--- src/core/sdram_addr_pkg.sv ---
// Package: constants and carrier types for the SDRAM address decode block
package sdram_addr_pkg;

   // ------------------------------------------------------------------
   // Widths
   // ------------------------------------------------------------------
   localparam int BANK_W  = 2;
   localparam int ADDR_W  = 13;
   localparam int COL_W   = 12;
   localparam int DQ_W    = 16;
   localparam int NBANKS  = 4;

   // ------------------------------------------------------------------
   // Field positions
   // ------------------------------------------------------------------
   localparam int COL_LO_W   = 10;  // Low column bits 9..0
   localparam int PRE_BIT    = 10;  // Precharge scope / auto precharge
   localparam int COL_B11    = 11;
   localparam int COL_B12    = 12;

   // Organisation codes
   typedef enum logic [1:0] {
      ORG_X4  = 2'h0,
      ORG_X8  = 2'h1,
      ORG_X16 = 2'h2
   } org_t;

   // Decoded commands
   typedef enum logic [2:0] {
      CMD_NOP,
      CMD_ACTIVE,
      CMD_READ,
      CMD_WRITE,
      CMD_PRECHARGE,
      CMD_LOAD_MODE,
      CMD_OTHER
   } cmd_t;

   // Command pins, active low
   typedef struct packed {
      logic csN;
      logic rasN;
      logic casN;
      logic weN;
   } cmd_pins_t;

   // Interpreted address result
   typedef struct packed {
      cmd_t              cmd;
      logic [BANK_W-1:0] bank;
      logic [ADDR_W-1:0] row;
      logic [COL_W-1:0]  col;
      logic              autoPre;
      logic [NBANKS-1:0] preMask;
      logic [ADDR_W-1:0] opCode;
   } decode_t;

   localparam logic [COL_W-1:0]  COL_ZERO  = 12'h000;
   localparam logic [ADDR_W-1:0] ADDR_ZERO = 13'h0000;
   localparam logic [NBANKS-1:0] MASK_ALL  = 4'hF;
   localparam logic [NBANKS-1:0] MASK_NONE = 4'h0;

endpackage : sdram_addr_pkg

--- src/core/sdram_address_decode.sv ---
// Address and bank interpretation of a four-bank synchronous DRAM
//
// How it works
// - The two bank inputs pick the bank for activate, read, write and single-bank precharge.
// - An activate captures all thirteen address lines as the row of the chosen bank.
// - Read and write take the column from bits 9..0, plus 11 and 12 on x4 and 11 on x8.
// - On read and write bit 10 is not column but asks for auto precharge.
// - On precharge bit 10 high precharges all banks, low only the chosen bank.
// - A load mode register command takes its op-code from the address lines.
// - The data bus is sixteen, eight or four lines wide; upper lines are dead when narrower.
// - Every input is registered on the rising clock edge.
// - The command is decoded from chip select and the three strobes, and steers decoding.
`timescale 1ns/1ns
`default_nettype none
module sdram_address_decode #(
   parameter sdram_addr_pkg::org_t ORG = sdram_addr_pkg::ORG_X16
) (
   input  wire logic                                clk,
   input  wire logic                                rst_n,
   input  wire sdram_addr_pkg::cmd_pins_t           cmdPins,
   input  wire logic [sdram_addr_pkg::BANK_W-1:0]   bankSel,
   input  wire logic [sdram_addr_pkg::ADDR_W-1:0]   addr,
   input  wire logic [sdram_addr_pkg::DQ_W-1:0]     dqIn,
   input  wire logic [sdram_addr_pkg::DQ_W-1:0]     dqWrite,
   input  wire logic                                dqDrive,
   output var  sdram_addr_pkg::decode_t             decoded,
   output var  logic [sdram_addr_pkg::ADDR_W-1:0]   openRow,
   output var  logic [sdram_addr_pkg::DQ_W-1:0]     dqOut,
   output var  logic [sdram_addr_pkg::DQ_W-1:0]     dqOe,
   output var  logic [sdram_addr_pkg::DQ_W-1:0]     dqData
);

   // ------------------------------------------------------------------
   // Helpers
   // ------------------------------------------------------------------
   // Command truth from active-low pins
   function automatic sdram_addr_pkg::cmd_t decode_cmd(
      input sdram_addr_pkg::cmd_pins_t p
   );
      sdram_addr_pkg::cmd_t c;
      c = sdram_addr_pkg::CMD_OTHER;
      if (p.csN)
         c = sdram_addr_pkg::CMD_NOP;
      else begin
         case ({p.rasN, p.casN, p.weN})
            3'h7:    c = sdram_addr_pkg::CMD_NOP;
            3'h3:    c = sdram_addr_pkg::CMD_ACTIVE;
            3'h5:    c = sdram_addr_pkg::CMD_READ;
            3'h4:    c = sdram_addr_pkg::CMD_WRITE;
            3'h2:    c = sdram_addr_pkg::CMD_PRECHARGE;
            3'h0:    c = sdram_addr_pkg::CMD_LOAD_MODE;
            default: c = sdram_addr_pkg::CMD_OTHER;
         endcase
      end
      return c;
   endfunction : decode_cmd

   // Lane mask for the organisation
   function automatic logic [sdram_addr_pkg::DQ_W-1:0] lane_mask(
      input sdram_addr_pkg::org_t o
   );
      logic [sdram_addr_pkg::DQ_W-1:0] m;
      case (o)
         sdram_addr_pkg::ORG_X4:  m = 16'h000F;
         sdram_addr_pkg::ORG_X8:  m = 16'h00FF;
         default:                 m = 16'hFFFF;
      endcase
      return m;
   endfunction : lane_mask

   // ------------------------------------------------------------------
   // Input sampling, three stages for command, bank and address, two for data
   // ------------------------------------------------------------------
   sdram_addr_pkg::cmd_pins_t                cmdS1, cmdS2, cmdS3;
   logic [sdram_addr_pkg::BANK_W-1:0]        bankS1, bankS2, bankS3;
   logic [sdram_addr_pkg::ADDR_W-1:0]        addrS1, addrS2, addrS3;
   logic [sdram_addr_pkg::DQ_W-1:0]          dqS1, dqS2;

   // Command strobes, three stages, reset to deselect
   always_ff @(posedge clk or negedge rst_n) begin
      if (!rst_n) begin
         cmdS1 <= '1;
         cmdS2 <= '1;
         cmdS3 <= '1;
      end else begin
         cmdS1 <= cmdPins;
         cmdS2 <= cmdS1;
         cmdS3 <= cmdS2;
      end
   end

   // Bank select, three stages
   always_ff @(posedge clk or negedge rst_n) begin
      if (!rst_n) begin
         bankS1 <= '0;
         bankS2 <= '0;
         bankS3 <= '0;
      end else begin
         bankS1 <= bankSel;
         bankS2 <= bankS1;
         bankS3 <= bankS2;
      end
   end

   // Address lines, three stages
   always_ff @(posedge clk or negedge rst_n) begin
      if (!rst_n) begin
         addrS1 <= '0;
         addrS2 <= '0;
         addrS3 <= '0;
      end else begin
         addrS1 <= addr;
         addrS2 <= addrS1;
         addrS3 <= addrS2;
      end
   end

   // Data pins, two stages; data may change every cycle
   always_ff @(posedge clk or negedge rst_n) begin
      if (!rst_n) begin
         dqS1 <= '0;
         dqS2 <= '0;
      end else begin
         dqS1 <= dqIn;
         dqS2 <= dqS1;
      end
   end

   // Accept a command only when stages two and three agree
   wire stable = (cmdS2 == cmdS3) && (bankS2 == bankS3) && (addrS2 == addrS3);

   // ------------------------------------------------------------------
   // Decode
   // ------------------------------------------------------------------
   sdram_addr_pkg::cmd_t prevCmd;
   wire sdram_addr_pkg::cmd_t rawCmd = decode_cmd(cmdS2);
   // Fire once per held command
   wire sdram_addr_pkg::cmd_t curCmd = (stable && rawCmd != prevCmd) ? rawCmd
                                       : sdram_addr_pkg::CMD_NOP;

   wire isActive = (curCmd == sdram_addr_pkg::CMD_ACTIVE);
   wire isRdWr   = (curCmd == sdram_addr_pkg::CMD_READ) ||
                   (curCmd == sdram_addr_pkg::CMD_WRITE);
   wire isPre    = (curCmd == sdram_addr_pkg::CMD_PRECHARGE);
   wire isLmr    = (curCmd == sdram_addr_pkg::CMD_LOAD_MODE);
   wire scopeBit = addrS2[sdram_addr_pkg::PRE_BIT];

   // Column per organisation, bit 10 excluded
   wire [sdram_addr_pkg::COL_W-1:0] colLow = {2'h0, addrS2[sdram_addr_pkg::COL_LO_W-1:0]};
   wire [sdram_addr_pkg::COL_W-1:0] colX8  = {1'h0, addrS2[sdram_addr_pkg::COL_B11],
                                              addrS2[sdram_addr_pkg::COL_LO_W-1:0]};
   wire [sdram_addr_pkg::COL_W-1:0] colX4  = {addrS2[sdram_addr_pkg::COL_B12],
                                              addrS2[sdram_addr_pkg::COL_B11],
                                              addrS2[sdram_addr_pkg::COL_LO_W-1:0]};
   wire [sdram_addr_pkg::COL_W-1:0] colSel =
      (ORG == sdram_addr_pkg::ORG_X4) ? colX4 :
      (ORG == sdram_addr_pkg::ORG_X8) ? colX8 : colLow;

   wire [sdram_addr_pkg::NBANKS-1:0] oneBank =
      sdram_addr_pkg::NBANKS'(1) << bankS2;
   wire [sdram_addr_pkg::NBANKS-1:0] preMask =
      !isPre   ? sdram_addr_pkg::MASK_NONE :
      scopeBit ? sdram_addr_pkg::MASK_ALL : oneBank;

   // Assemble result; unused fields forced to zero
   sdram_addr_pkg::decode_t next_decoded;
   always_comb begin
      next_decoded         = '0;
      next_decoded.cmd     = curCmd;
      next_decoded.bank    = (isActive || isRdWr || (isPre && !scopeBit))
                             ? bankS2 : '0;
      next_decoded.row     = isActive ? addrS2 : sdram_addr_pkg::ADDR_ZERO;
      next_decoded.col     = isRdWr ? colSel : sdram_addr_pkg::COL_ZERO;
      next_decoded.autoPre = isRdWr && scopeBit;
      next_decoded.preMask = preMask;
      next_decoded.opCode  = isLmr ? addrS2 : sdram_addr_pkg::ADDR_ZERO;
   end

   // ------------------------------------------------------------------
   // Open row per bank
   // ------------------------------------------------------------------
   sdram_row_store #(
      .DEPTH (sdram_addr_pkg::NBANKS),
      .AW    (sdram_addr_pkg::BANK_W),
      .DW    (sdram_addr_pkg::ADDR_W)
   ) u_rows (
      .clk    (clk),
      .rst_n  (rst_n),
      .wrEn   (isActive),
      .wrAddr (bankS2),
      .wrData (addrS2),
      .rdAddr (bankS2),
      .rdData (openRow)
   );

   // ------------------------------------------------------------------
   // Output registers
   // ------------------------------------------------------------------
   wire [sdram_addr_pkg::DQ_W-1:0] lanes = lane_mask(ORG);

   // Last accepted command and the decoded result
   always_ff @(posedge clk or negedge rst_n) begin
      if (!rst_n) begin
         prevCmd <= sdram_addr_pkg::CMD_NOP;
         decoded <= '0;
      end else begin
         prevCmd <= stable ? rawCmd : prevCmd;
         decoded <= next_decoded;
      end
   end

   // Data lanes, dead upper lines held low
   always_ff @(posedge clk or negedge rst_n) begin
      if (!rst_n) begin
         dqOut  <= '0;
         dqOe   <= '0;
         dqData <= '0;
      end else begin
         dqOut  <= dqWrite & lanes;
         dqOe   <= dqDrive ? lanes : '0;
         dqData <= dqS2 & lanes;
      end
   end

endmodule : sdram_address_decode
`default_nettype wire

--- src/core/sdram_row_store.sv ---
// Memory of the open row address per bank, registered read data
`timescale 1ns/1ns
`default_nettype none
module sdram_row_store #(
   parameter int DEPTH = 4,
   parameter int AW    = 2,
   parameter int DW    = 13
) (
   input  wire logic          clk,
   input  wire logic          rst_n,
   input  wire logic          wrEn,
   input  wire logic [AW-1:0] wrAddr,
   input  wire logic [DW-1:0] wrData,
   input  wire logic [AW-1:0] rdAddr,
   output var  logic [DW-1:0] rdData
);

   logic [DW-1:0] mem [DEPTH];

   // ------------------------------------------------------------------
   // Storage and registered read
   // ------------------------------------------------------------------
   always_ff @(posedge clk or negedge rst_n) begin
      if (!rst_n) begin
         for (int i = 0; i < DEPTH; i++) mem[i] <= '0;
         rdData <= '0;
      end else begin
         if (wrEn) mem[wrAddr] <= wrData;
         rdData <= mem[rdAddr];
      end
   end

endmodule : sdram_row_store
`default_nettype wire

--- config.mk ---
export PLATFORM = sky130hd
export DESIGN_NAME = sdram_address_decode
export DESIGN_NICKNAME = d
export VERILOG_FILES = /design/src/core/sdram_addr_pkg.sv /design/src/core/sdram_address_decode.sv /design/src/core/sdram_row_store.sv
export SDC_FILE = /design/constraint.sdc
export NUM_CORES = 1
export LEC_CHECK = 0
export ABC_AREA = 1
export BUFFER_PORTS_ARGS = -buffer_cell sky130_fd_sc_hd__buf_2
export CAP_MARGIN = 20
export CORE_ASPECT_RATIO = 0.75
export CORE_MARGIN = 5
export CORE_UTILIZATION = 50
export CTS_BUF_LIST = sky130_fd_sc_hd__clkbuf_8
export CTS_CLUSTER_DIAMETER = 200
export DETAILED_ROUTE_END_ITERATION = 16
export GPL_TIMING_DRIVEN = 0
export PLACE_DENSITY_LB_ADDON = 0.15
export RECOVER_POWER = 100
export SLEW_MARGIN = 5
export SYNTH_ARGS = -nofsm -noshare
export SYNTH_HDL_FRONTEND = slang
export SYNTH_SLANG_ARGS = --single-unit
--- constraint.sdc ---
create_clock -name clk -period 3.9 [get_ports clk]
set_input_delay 0.195 -clock clk [delete_from_list [all_inputs] [get_ports clk]]
set_output_delay 0.195 -clock clk [all_outputs]
set_load 0.05 [all_outputs]
Word-level counts from Yosys, hierarchy flattened
Cells that the tools add are included.
- register bits after elaboration: 251
- input port bits: 54
- output and inout port bits: 109
- $lt $le $gt $ge: 2
- eq/ne operators: 14
- shift-type cells: 1
- muxes and demuxes: 16
- bitwise gates (word level): 1
- reductions and logical operators: 11
- operators with widths (cell ; number):
    $mux 13 ; 5
    $bwmux 52 ; 1
    $bmux 13 s2 ; 1
    $demux 13 s2 ; 1
    $pmux 3 s6 ; 1
    $mux 16 ; 1
    $eq 3x3->1 const B ; 5
    $eq 13x13->1 ; 1
    $eq 3x2->1 const B ; 4
    $mux 10 ; 1
    $mux 4 ; 2
    $logic_and 1x1->1 ; 6
    $mux 3 ; 2
    $eq 4x4->1 ; 1
    $shl 1x2->4 const A ; 1
    $eq 3x1->1 const B ; 1
    $ge 3x3->1 const B ; 1
    $logic_not 3->1 ; 1
    $logic_or 1x1->1 ; 3
    $lt 3x1->1 const B ; 1
    $ne 3x3->1 ; 1
    $not 2->3 ; 1
    $eq 2x2->1 ; 1
    $mux 2 ; 1
    $logic_not 1->1 ; 1

Depth between registers and ports, before layout
Gate-level depths: netlist of the first run.
- word-level depth: 11
- mapped depth: 14

Cells and area by module
A second synthesis of the first run with hierarchy kept.
- cell total of the unflattened synthesis: 813
- area, all modules: 8738.4 um2
- by module, submodules not included (module ; times used ; cells an instance ; area an instance (um2) ; sequential area each (um2)):
    sdram_address_decode ; 1 ; 416 ; 5534.1 ; 4294.1
    sdram_row_store ; 1 ; 397 ; 3204.3 ; 1626.6

Least setup slack after synthesis of the first run
No wires, ideal clock.
- path type: reg2reg
- start point: register cmdS2[3] (netlist bit)
- end point: register u_rows.mem[22] (netlist bit)
- library setup time: 0.117 ns
- arrival time: 1.815 ns
- required time: 3.783 ns
- slack: 1.968 ns
- stages on the path, launching flop included: 15
- path buffers: 1
- clock period less this slack: 1.932 ns
- cell sequence: dfstp_2 inv_2 nand2_1 nand2_1 inv_2 nand2_1 nor2_1 nand2_1 nor2_8 nand3_4 nor2_8 nand3_4 buf_6 nand2_1 nand2_1
- longest elaborated chain between the ends: 6
- elaborated cells on any way between the ends: 8
- RTL lines (what ; line ; RTL):
    start, declared ; sdram_address_decode.sv:74 ; sdram_addr_pkg::cmd_pins_t cmdS1, cmdS2, cmdS3;
    start signal, assigned ; sdram_address_decode.sv:87 ; cmdS2 <= cmdS1;
    $eq 4x4->1 ; sdram_address_decode.sv:130 ; wire stable = (cmdS2 == cmdS3) && (bankS2 == bankS3) && (addrS2 == addrS3);
    $logic_and 1x1->1 (2 in series) ; sdram_address_decode.sv:130 ;
    $logic_and 1x1->1 ; sdram_address_decode.sv:138 ; wire sdram_addr_pkg::cmd_t curCmd = (stable && rawCmd != prevCmd) ? rawCmd
    $mux 3 * ; sdram_address_decode.sv:138 ;
    $eq 3x1->1 * ; sdram_address_decode.sv:141 ; wire isActive = (curCmd == sdram_addr_pkg::CMD_ACTIVE);
    end signal, assigned by index ; sdram_row_store.sv:28 ; if (wrEn) mem[wrAddr] <= wrData;
    end, declared ; sdram_row_store.sv:18 ; logic [DW-1:0] mem [DEPTH];
Every way passes the cells marked *; elsewhere a longest branch is shown, timed or not.
A chain may end at the register's enable or synchronous reset.

Worst setup path in the final report of the first run
- start point: register addrS2[10] (netlist bit)
- end point: register u_rows.mem[18] (netlist bit)
- longest elaborated chain between the ends: 5
- RTL lines (what ; line ; RTL):
    start, declared ; sdram_address_decode.sv:76 ; logic [sdram_addr_pkg::ADDR_W-1:0] addrS1, addrS2, addrS3;
    start signal, assigned ; sdram_address_decode.sv:113 ; addrS2 <= addrS1;
    $eq 13x13->1 ; sdram_address_decode.sv:130 ;
    $logic_and 1x1->1 ; sdram_address_decode.sv:130 ;
    $logic_and 1x1->1 ; sdram_address_decode.sv:138 ;
    $mux 3 ; sdram_address_decode.sv:138 ;
    $eq 3x1->1 ; sdram_address_decode.sv:141 ;
Every way passes these cells.

==> results of run 1 <==
## worst paths after layout
check                      cells past startpoint             end  slack [ps]       start
hold reg to reg                                0       dqData[3]         340     dqS2[3]
setup / recovery                              12  u_rows.mem[18]        1050  addrS2[10]
hold / removal                                 2         dqS1[3]         150       rst_n
max in group asynchronous                      4     decoded[21]        1420       rst_n
min in group clk                               2        dqOut[9]         310  dqWrite[9]
setup reg to reg                              12  u_rows.mem[18]        1050  addrS2[10]
## cells by family (layout without fill, tap and decap cells)
logic type / Yosys count / after routing
AO/OA/AOI/OAI: 30 / 30
flip-flops: 236 / 236
other: 1 / 2
AND/OR/NAND/NOR: 339 / 339
buffers and inverters: 80 / 358
XOR/XNOR: 12 / 12
## power breakdown
part           switching [mW]  leakage (nW)  internal, mW
Combinational           0.234          1.87         0.103
Clock                   0.921         0.421          1.09
Sequential             0.0423          2.99          2.52
Total                    1.20          5.28          3.71
## registers in the layout, summed over array words and instances, names as in the netlist, 16 cells and up
signal,count
decoded,46
dqData,16
dqOut,16
dqS1,16
dqS2,16
u_rows.mem,52
## synth_stat cells
cell / n
a21oi_1: 5
a21oi_2: 1
a22oi_1: 19
and2_1: 1
buf_2: 3
buf_4: 22
buf_6: 5
clkbuf_1: 10
clkinv_1: 1
clkinv_2: 1
conb_1: 1
dfrtp_1: 224
dfstp_2: 12
inv_1: 31
inv_2: 7
nand2_1: 197
nand2_2: 3
nand3_1: 64
nand3_2: 2
nand3_4: 5
nand4_1: 2
nand4_2: 1
nor2_1: 60
nor2_4: 2
nor2_8: 2
o2111ai_1: 1
o21ai_0: 3
o21bai_1: 1
xnor2_1: 7
xor2_1: 5
## per-stage QoR
| step | hold slack (ps) | utilization [%] | std cells | total power [mW] | worst slack (ps) |
|---|---|---|---|---|---|
| floorplan | -101 | - | 699 | 2.77 | 1970 |
| global placement | 302 | 57.7 | 1069 | 2.89 | -1090 |
| detailed placement | 126 | 58.1 | 1071 | 2.91 | 1640 |
| CTS | 167 | 65.9 | 1187 | 4.97 | 1630 |
| global route | 173 | 64.8 | 1187 | 5.12 | 723 |
| finish | 151 | 64.8 | 1187 | 4.91 | 1050 |
## final cells by class
class	instances	area (um^2)	area share, %
buffer	40	272	2.62
timing repair buffer	215	1240	11.9
tap	210	263	2.53
clock inverter	19	115	1.11
sequential	236	5920	57.1
multi-input combinational	383	1810	17.4
inverter	40	151	1.46
clock buffer	44	606	5.84
## routing by layer
layer | track usage (%) | part of all wire [%]
met1 | 28.0 | 45
met2 | 29.5 | 44
met3 | 4.58 | 8.8
met4 | 5.64 | 1.9
met5 | 0 | 0
## what timing repair did
item,CTS,global route
hold buffers,53,0
setup buffers,0,0
endpoints found under the hold margin,127,0
setup endpoints to repair,0,0
## worst max-delay path: stages (launching register included)
cell	delay [ps]
dfrtp_1	360
clkbuf_1	450
nand2_1	110
nand2_1	120
nand2_1	60
nor2_1	110
nand3_2	100
nor2_1	560
nand4_2	200
nor2_4	280
buf_4	240
nand3_1	100
nand2_1	100
==> metrics.yaml, run 1 <==
layout_commonest_cell: "dfrtp_1"
violations: "capacitance limit, slew limit"
pin_count: 163
route.detailed.drc: 0
initial_core_util_pct: 51.0
drv_cap: 1
fin_nets: 1006
die_w_um: 158
cts.clk_slew.worst_paths_ps: 70
placedInstanceArea_um2: 9300
wire_per_inst_um: 15.0
worstPathMaxFanout: 10
drv_slew: 82
overflow: 0
finalSetupTns_ps: 0
worst-setup-path-type: "reg2reg"
cts_tree: "built"
die_area_um2: 19000
grt_first_pass_wirelength_mm: 29.3
hold_viol: 0
wl_mm: 17.8
gp_congestion: 0.816
n_fill_cell: 1259
yosysUniqueCellTypes: 30
core_area_um2: 16000
insertion_delay_ps: 520
syn2layout_area_growth_pct: 27.0
synth-compound-area-share_pct: 2.54
yosysTopAreaCellShare_pct: 68.6
synth_top_area_cell: "dfrtp_1"
antenna_found_initial: 0
synth_warnings: 0
die_h_um: 121
synth.avg_cell_area_um2: 11.7
required_ps: 4350
num_vias: 5583
finalCriticalPeriod_ps: 2850
portBuffers: 160
grt_pass1_vias: 5683
rsz0062_at_grt: "no"
rows: 40
setup_viol_count_final: 0
clockBufferDepth: 3
post_cts_resized: 0
grt_max_degree: 104
synth_area_leaders: "dfrtp_1 69%, nand2_1 9.1%, nand3_1 3.9%"
synth_mux_area_share_pct: 0
synth-seq-cells: 236
synthSimpleGateAreaFrac_pct: 18.4
drtAntennaViolNets: 0
grt_usage_pct: 19.3
relSlewSlack_pct: -28.5
endpoint_kind: "register"
ys_seq_area_share_pct: 72.5
final_cell_mix: "224 x dfrtp_1, 198 x nand2_1, 121 x clkbuf_1"
htreeDepth: 2
powerDensity_nw_per_um2: 474
post-dp-hpwl_mm: 11.9
outcome: "finished, violations left"
layout-drive-gt1-share_pct: 16.5
final_area_um2: 10400
clock-root-buffer: "clkbuf_8"
min_path_type: "in2async"
synth.cell_area_um2: 8170
dr.first_iter.drc_count: 408
clkSinkCount: 236
ir_worst_vdd_mv: 0.349
drt_pass1_iterations: 5
start_kind: "register"
n_antenna_cell: 0
timing.fmax_mhz: 350
arrival_ps: 3310
power_leakage_nw: 5.28
synthXorXnorAreaFrac_pct: 1.29
cts_buffers: 36
via_per_inst: 4.70
min_period_over_period_pct: 73.2
syn-instance-count: 698
synth_top_family_by_area: "simple AND/OR/NAND/NOR gates"
synth_fa_ha_area_share_pct: 0
tightest_slew_ps: 1930
fin_worst_skew_ps: 21.5
(Power assumes the default switching activity.)
==> inputs of run 2 (changes only) <==
- clock period: 3.9 -> 2.8 ns (I/O delays scaled with it)
==> run 2 against run 1 <==
  * The flow now finishes without violations
  * Final cell count stayed put
  * Largest cell class unchanged
  * Setup slack got worse by 630 ps
  * Clock skew grew 4.8 ps
==> metrics.yaml, run 2 (synthesis results as in run 1) <==
outcome: "finished clean"
ir_worst_vdd_mv: 0.486  # +39%
grt_pass1_vias: 5683  # unchanged
powerDensity_nw_per_um2: 657  # +39%
relSlewSlack_pct: 16.6  # +45 points
fin_worst_skew_ps: 26.3  # +4.76 ps
cts_tree: "built"
timing.fmax_mhz: 420  # +20%
grt_max_degree: 104  # unchanged
pin_count: 163  # unchanged
cts_buffers: 36  # unchanged
endpoint_kind: "register"
dr.first_iter.drc_count: 402  # -1.5%
power.switching_mw: 1.66  # +39%
drv_cap: 0  # -1
utilization_pct: 64.9  # +0.19 points
regMostFlops: "u_rows.mem"
post-dp-hpwl_mm: 11.9  # unchanged
hold_viol: 0  # unchanged
grt_usage_pct: 19.3  # unchanged
arrival_ps: 2810  # -500 ps
gp_congestion: 0.816  # unchanged
n_antenna_cell: 0  # unchanged
die_w_um: 158  # unchanged
via_per_inst: 4.71  # +0.21%
largest_reg_flops: 52  # unchanged
overflow: 0  # unchanged
internal-power_mw: 5.17  # +39%
syn2layout_area_growth_pct: 27.3
largestRegisters: "u_rows.mem (52), decoded (46)"
final_cell_mix: "224 x dfrtp_1, 198 x nand2_1, 120 x clkbuf_1"
grt_first_pass_wirelength_mm: 29.3  # unchanged
insertion_delay_ps: 520  # about the same
core_area_um2: 16000  # unchanged
wl_mm: 17.8  # -0.22%
antenna_found_initial: 0  # unchanged
worst-setup-path-type: "reg2reg"
route.detailed.drc: 0  # unchanged
initial_core_util_pct: 51.0  # unchanged
cts.clk_slew.worst_paths_ps: 70  # about the same
post_cts_resized: 0  # unchanged
pwr-share-clk_pct: 40.9  # about the same
min_path_type: "in2reg"
total_power_mw: 6.84  # +39%
htreeDepth: 2  # unchanged
worstPathMaxFanout: 10  # unchanged
wire_per_inst_um: 15.0  # -0.22%
fin_nets: 1006  # unchanged
setup_viol_count_final: 0  # unchanged
clock-root-buffer: "clkbuf_8"
drtAntennaViolNets: 0  # unchanged
swShare_pct: 24.3  # -0.086 points
pwr-share-comb_pct: 6.9  # about the same
layout_commonest_cell: "dfrtp_1"
rows: 40  # unchanged
die_h_um: 121  # unchanged
power_leakage_nw: 5.31  # +0.65%
min_period_over_period_pct: 85.1  # +12 points
clkSinkCount: 236  # unchanged
die_area_um2: 19000  # unchanged
ctsHoldBuffers: 53  # unchanged
seqPwrFrac_pct: 52.2  # about the same
rsz0062_at_grt: "no"
drt_pass1_iterations: 5  # unchanged
start_kind: "register"
tightest_slew_ps: 1250  # -676 ps
num_vias: 5595  # +0.21%
required_ps: 3230  # -1120 ps
portBuffers: 160  # unchanged
post_cts_buffers: 0  # unchanged
layout-drive-gt1-share_pct: 16.7  # +0.20 points
finalCriticalPeriod_ps: 2380  # -473 ps
drv_slew: 0  # -100%
clockBufferDepth: 3  # unchanged
[run 2: worst max-delay path: stages (launching register included)]
cell	delay, ps
dfrtp_1	380
buf_2	200
clkinvlp_2	230
nand2_1	80
nand2_1	90
nand2_1	60
nor2_1	110
nand3_2	140
nor2_8	190
nand4_2	120
nor2_4	260
buf_4	240
nand3_1	80
nand2_1	100
[run 2: per-layer routing]
metal	track usage (%)	up-vias	part of all wire, %
li1	-	2697	-
met1	28.0	2651	44
met2	29.5	214	45
met3	4.58	33	9.1
met4	5.64	0	1.8
met5	0	-	0
[run 2: cell type report]
type	count	area, um^2
sequential	236	5920
fill	1254	5610
multi-input combinational	383	1820
timing repair buffer	215	1250
clock buffer	44	606
buffer	40	273
tap	210	263
inverter	40	151
clock inverter	19	115
[run 2: path summary, 6_finish.rpt]
check | from | to | slack [ps] | cells after the start
worst max register to register | addrS2[10] | u_rows.mem[27] | 420 | 13
worst min register to register | dqS2[3] | dqData[3] | 340 | 0
max in group asynchronous | rst_n | decoded[21] | 890 | 4
worst max-delay path | addrS2[10] | u_rows.mem[27] | 420 | 13
min in group asynchronous | rst_n | dqS1[3] | 410 | 2
worst min-delay path | dqWrite[9] | dqOut[9] | 260 | 2
[run 2: power by group through the flow]
stage / combinational, mW / clock [mW] / sequential [mW]
floorplan: 0.164 / 0 / 3.70
detailed placement: 0.431 / 0 / 3.63
global placement: 0.411 / 0 / 3.62
CTS: 0.489 / 2.87 / 3.57
finish: 0.472 / 2.80 / 3.57
global route: 0.521 / 3.04 / 3.57
[run 2: metrics by stage]
step	TNS [ps]	setup slack (ps)	hold WS (ps)	std cells	area [um^2]
floorplan	0	868	-156	699	8170
global placement	-481870	-2130	247	1069	9240
detailed placement	0	538	70.8	1071	9300
CTS	0	531	112	1187	10600
global route	0	178	236	1187	10400
finish	0	418	256	1187	10400
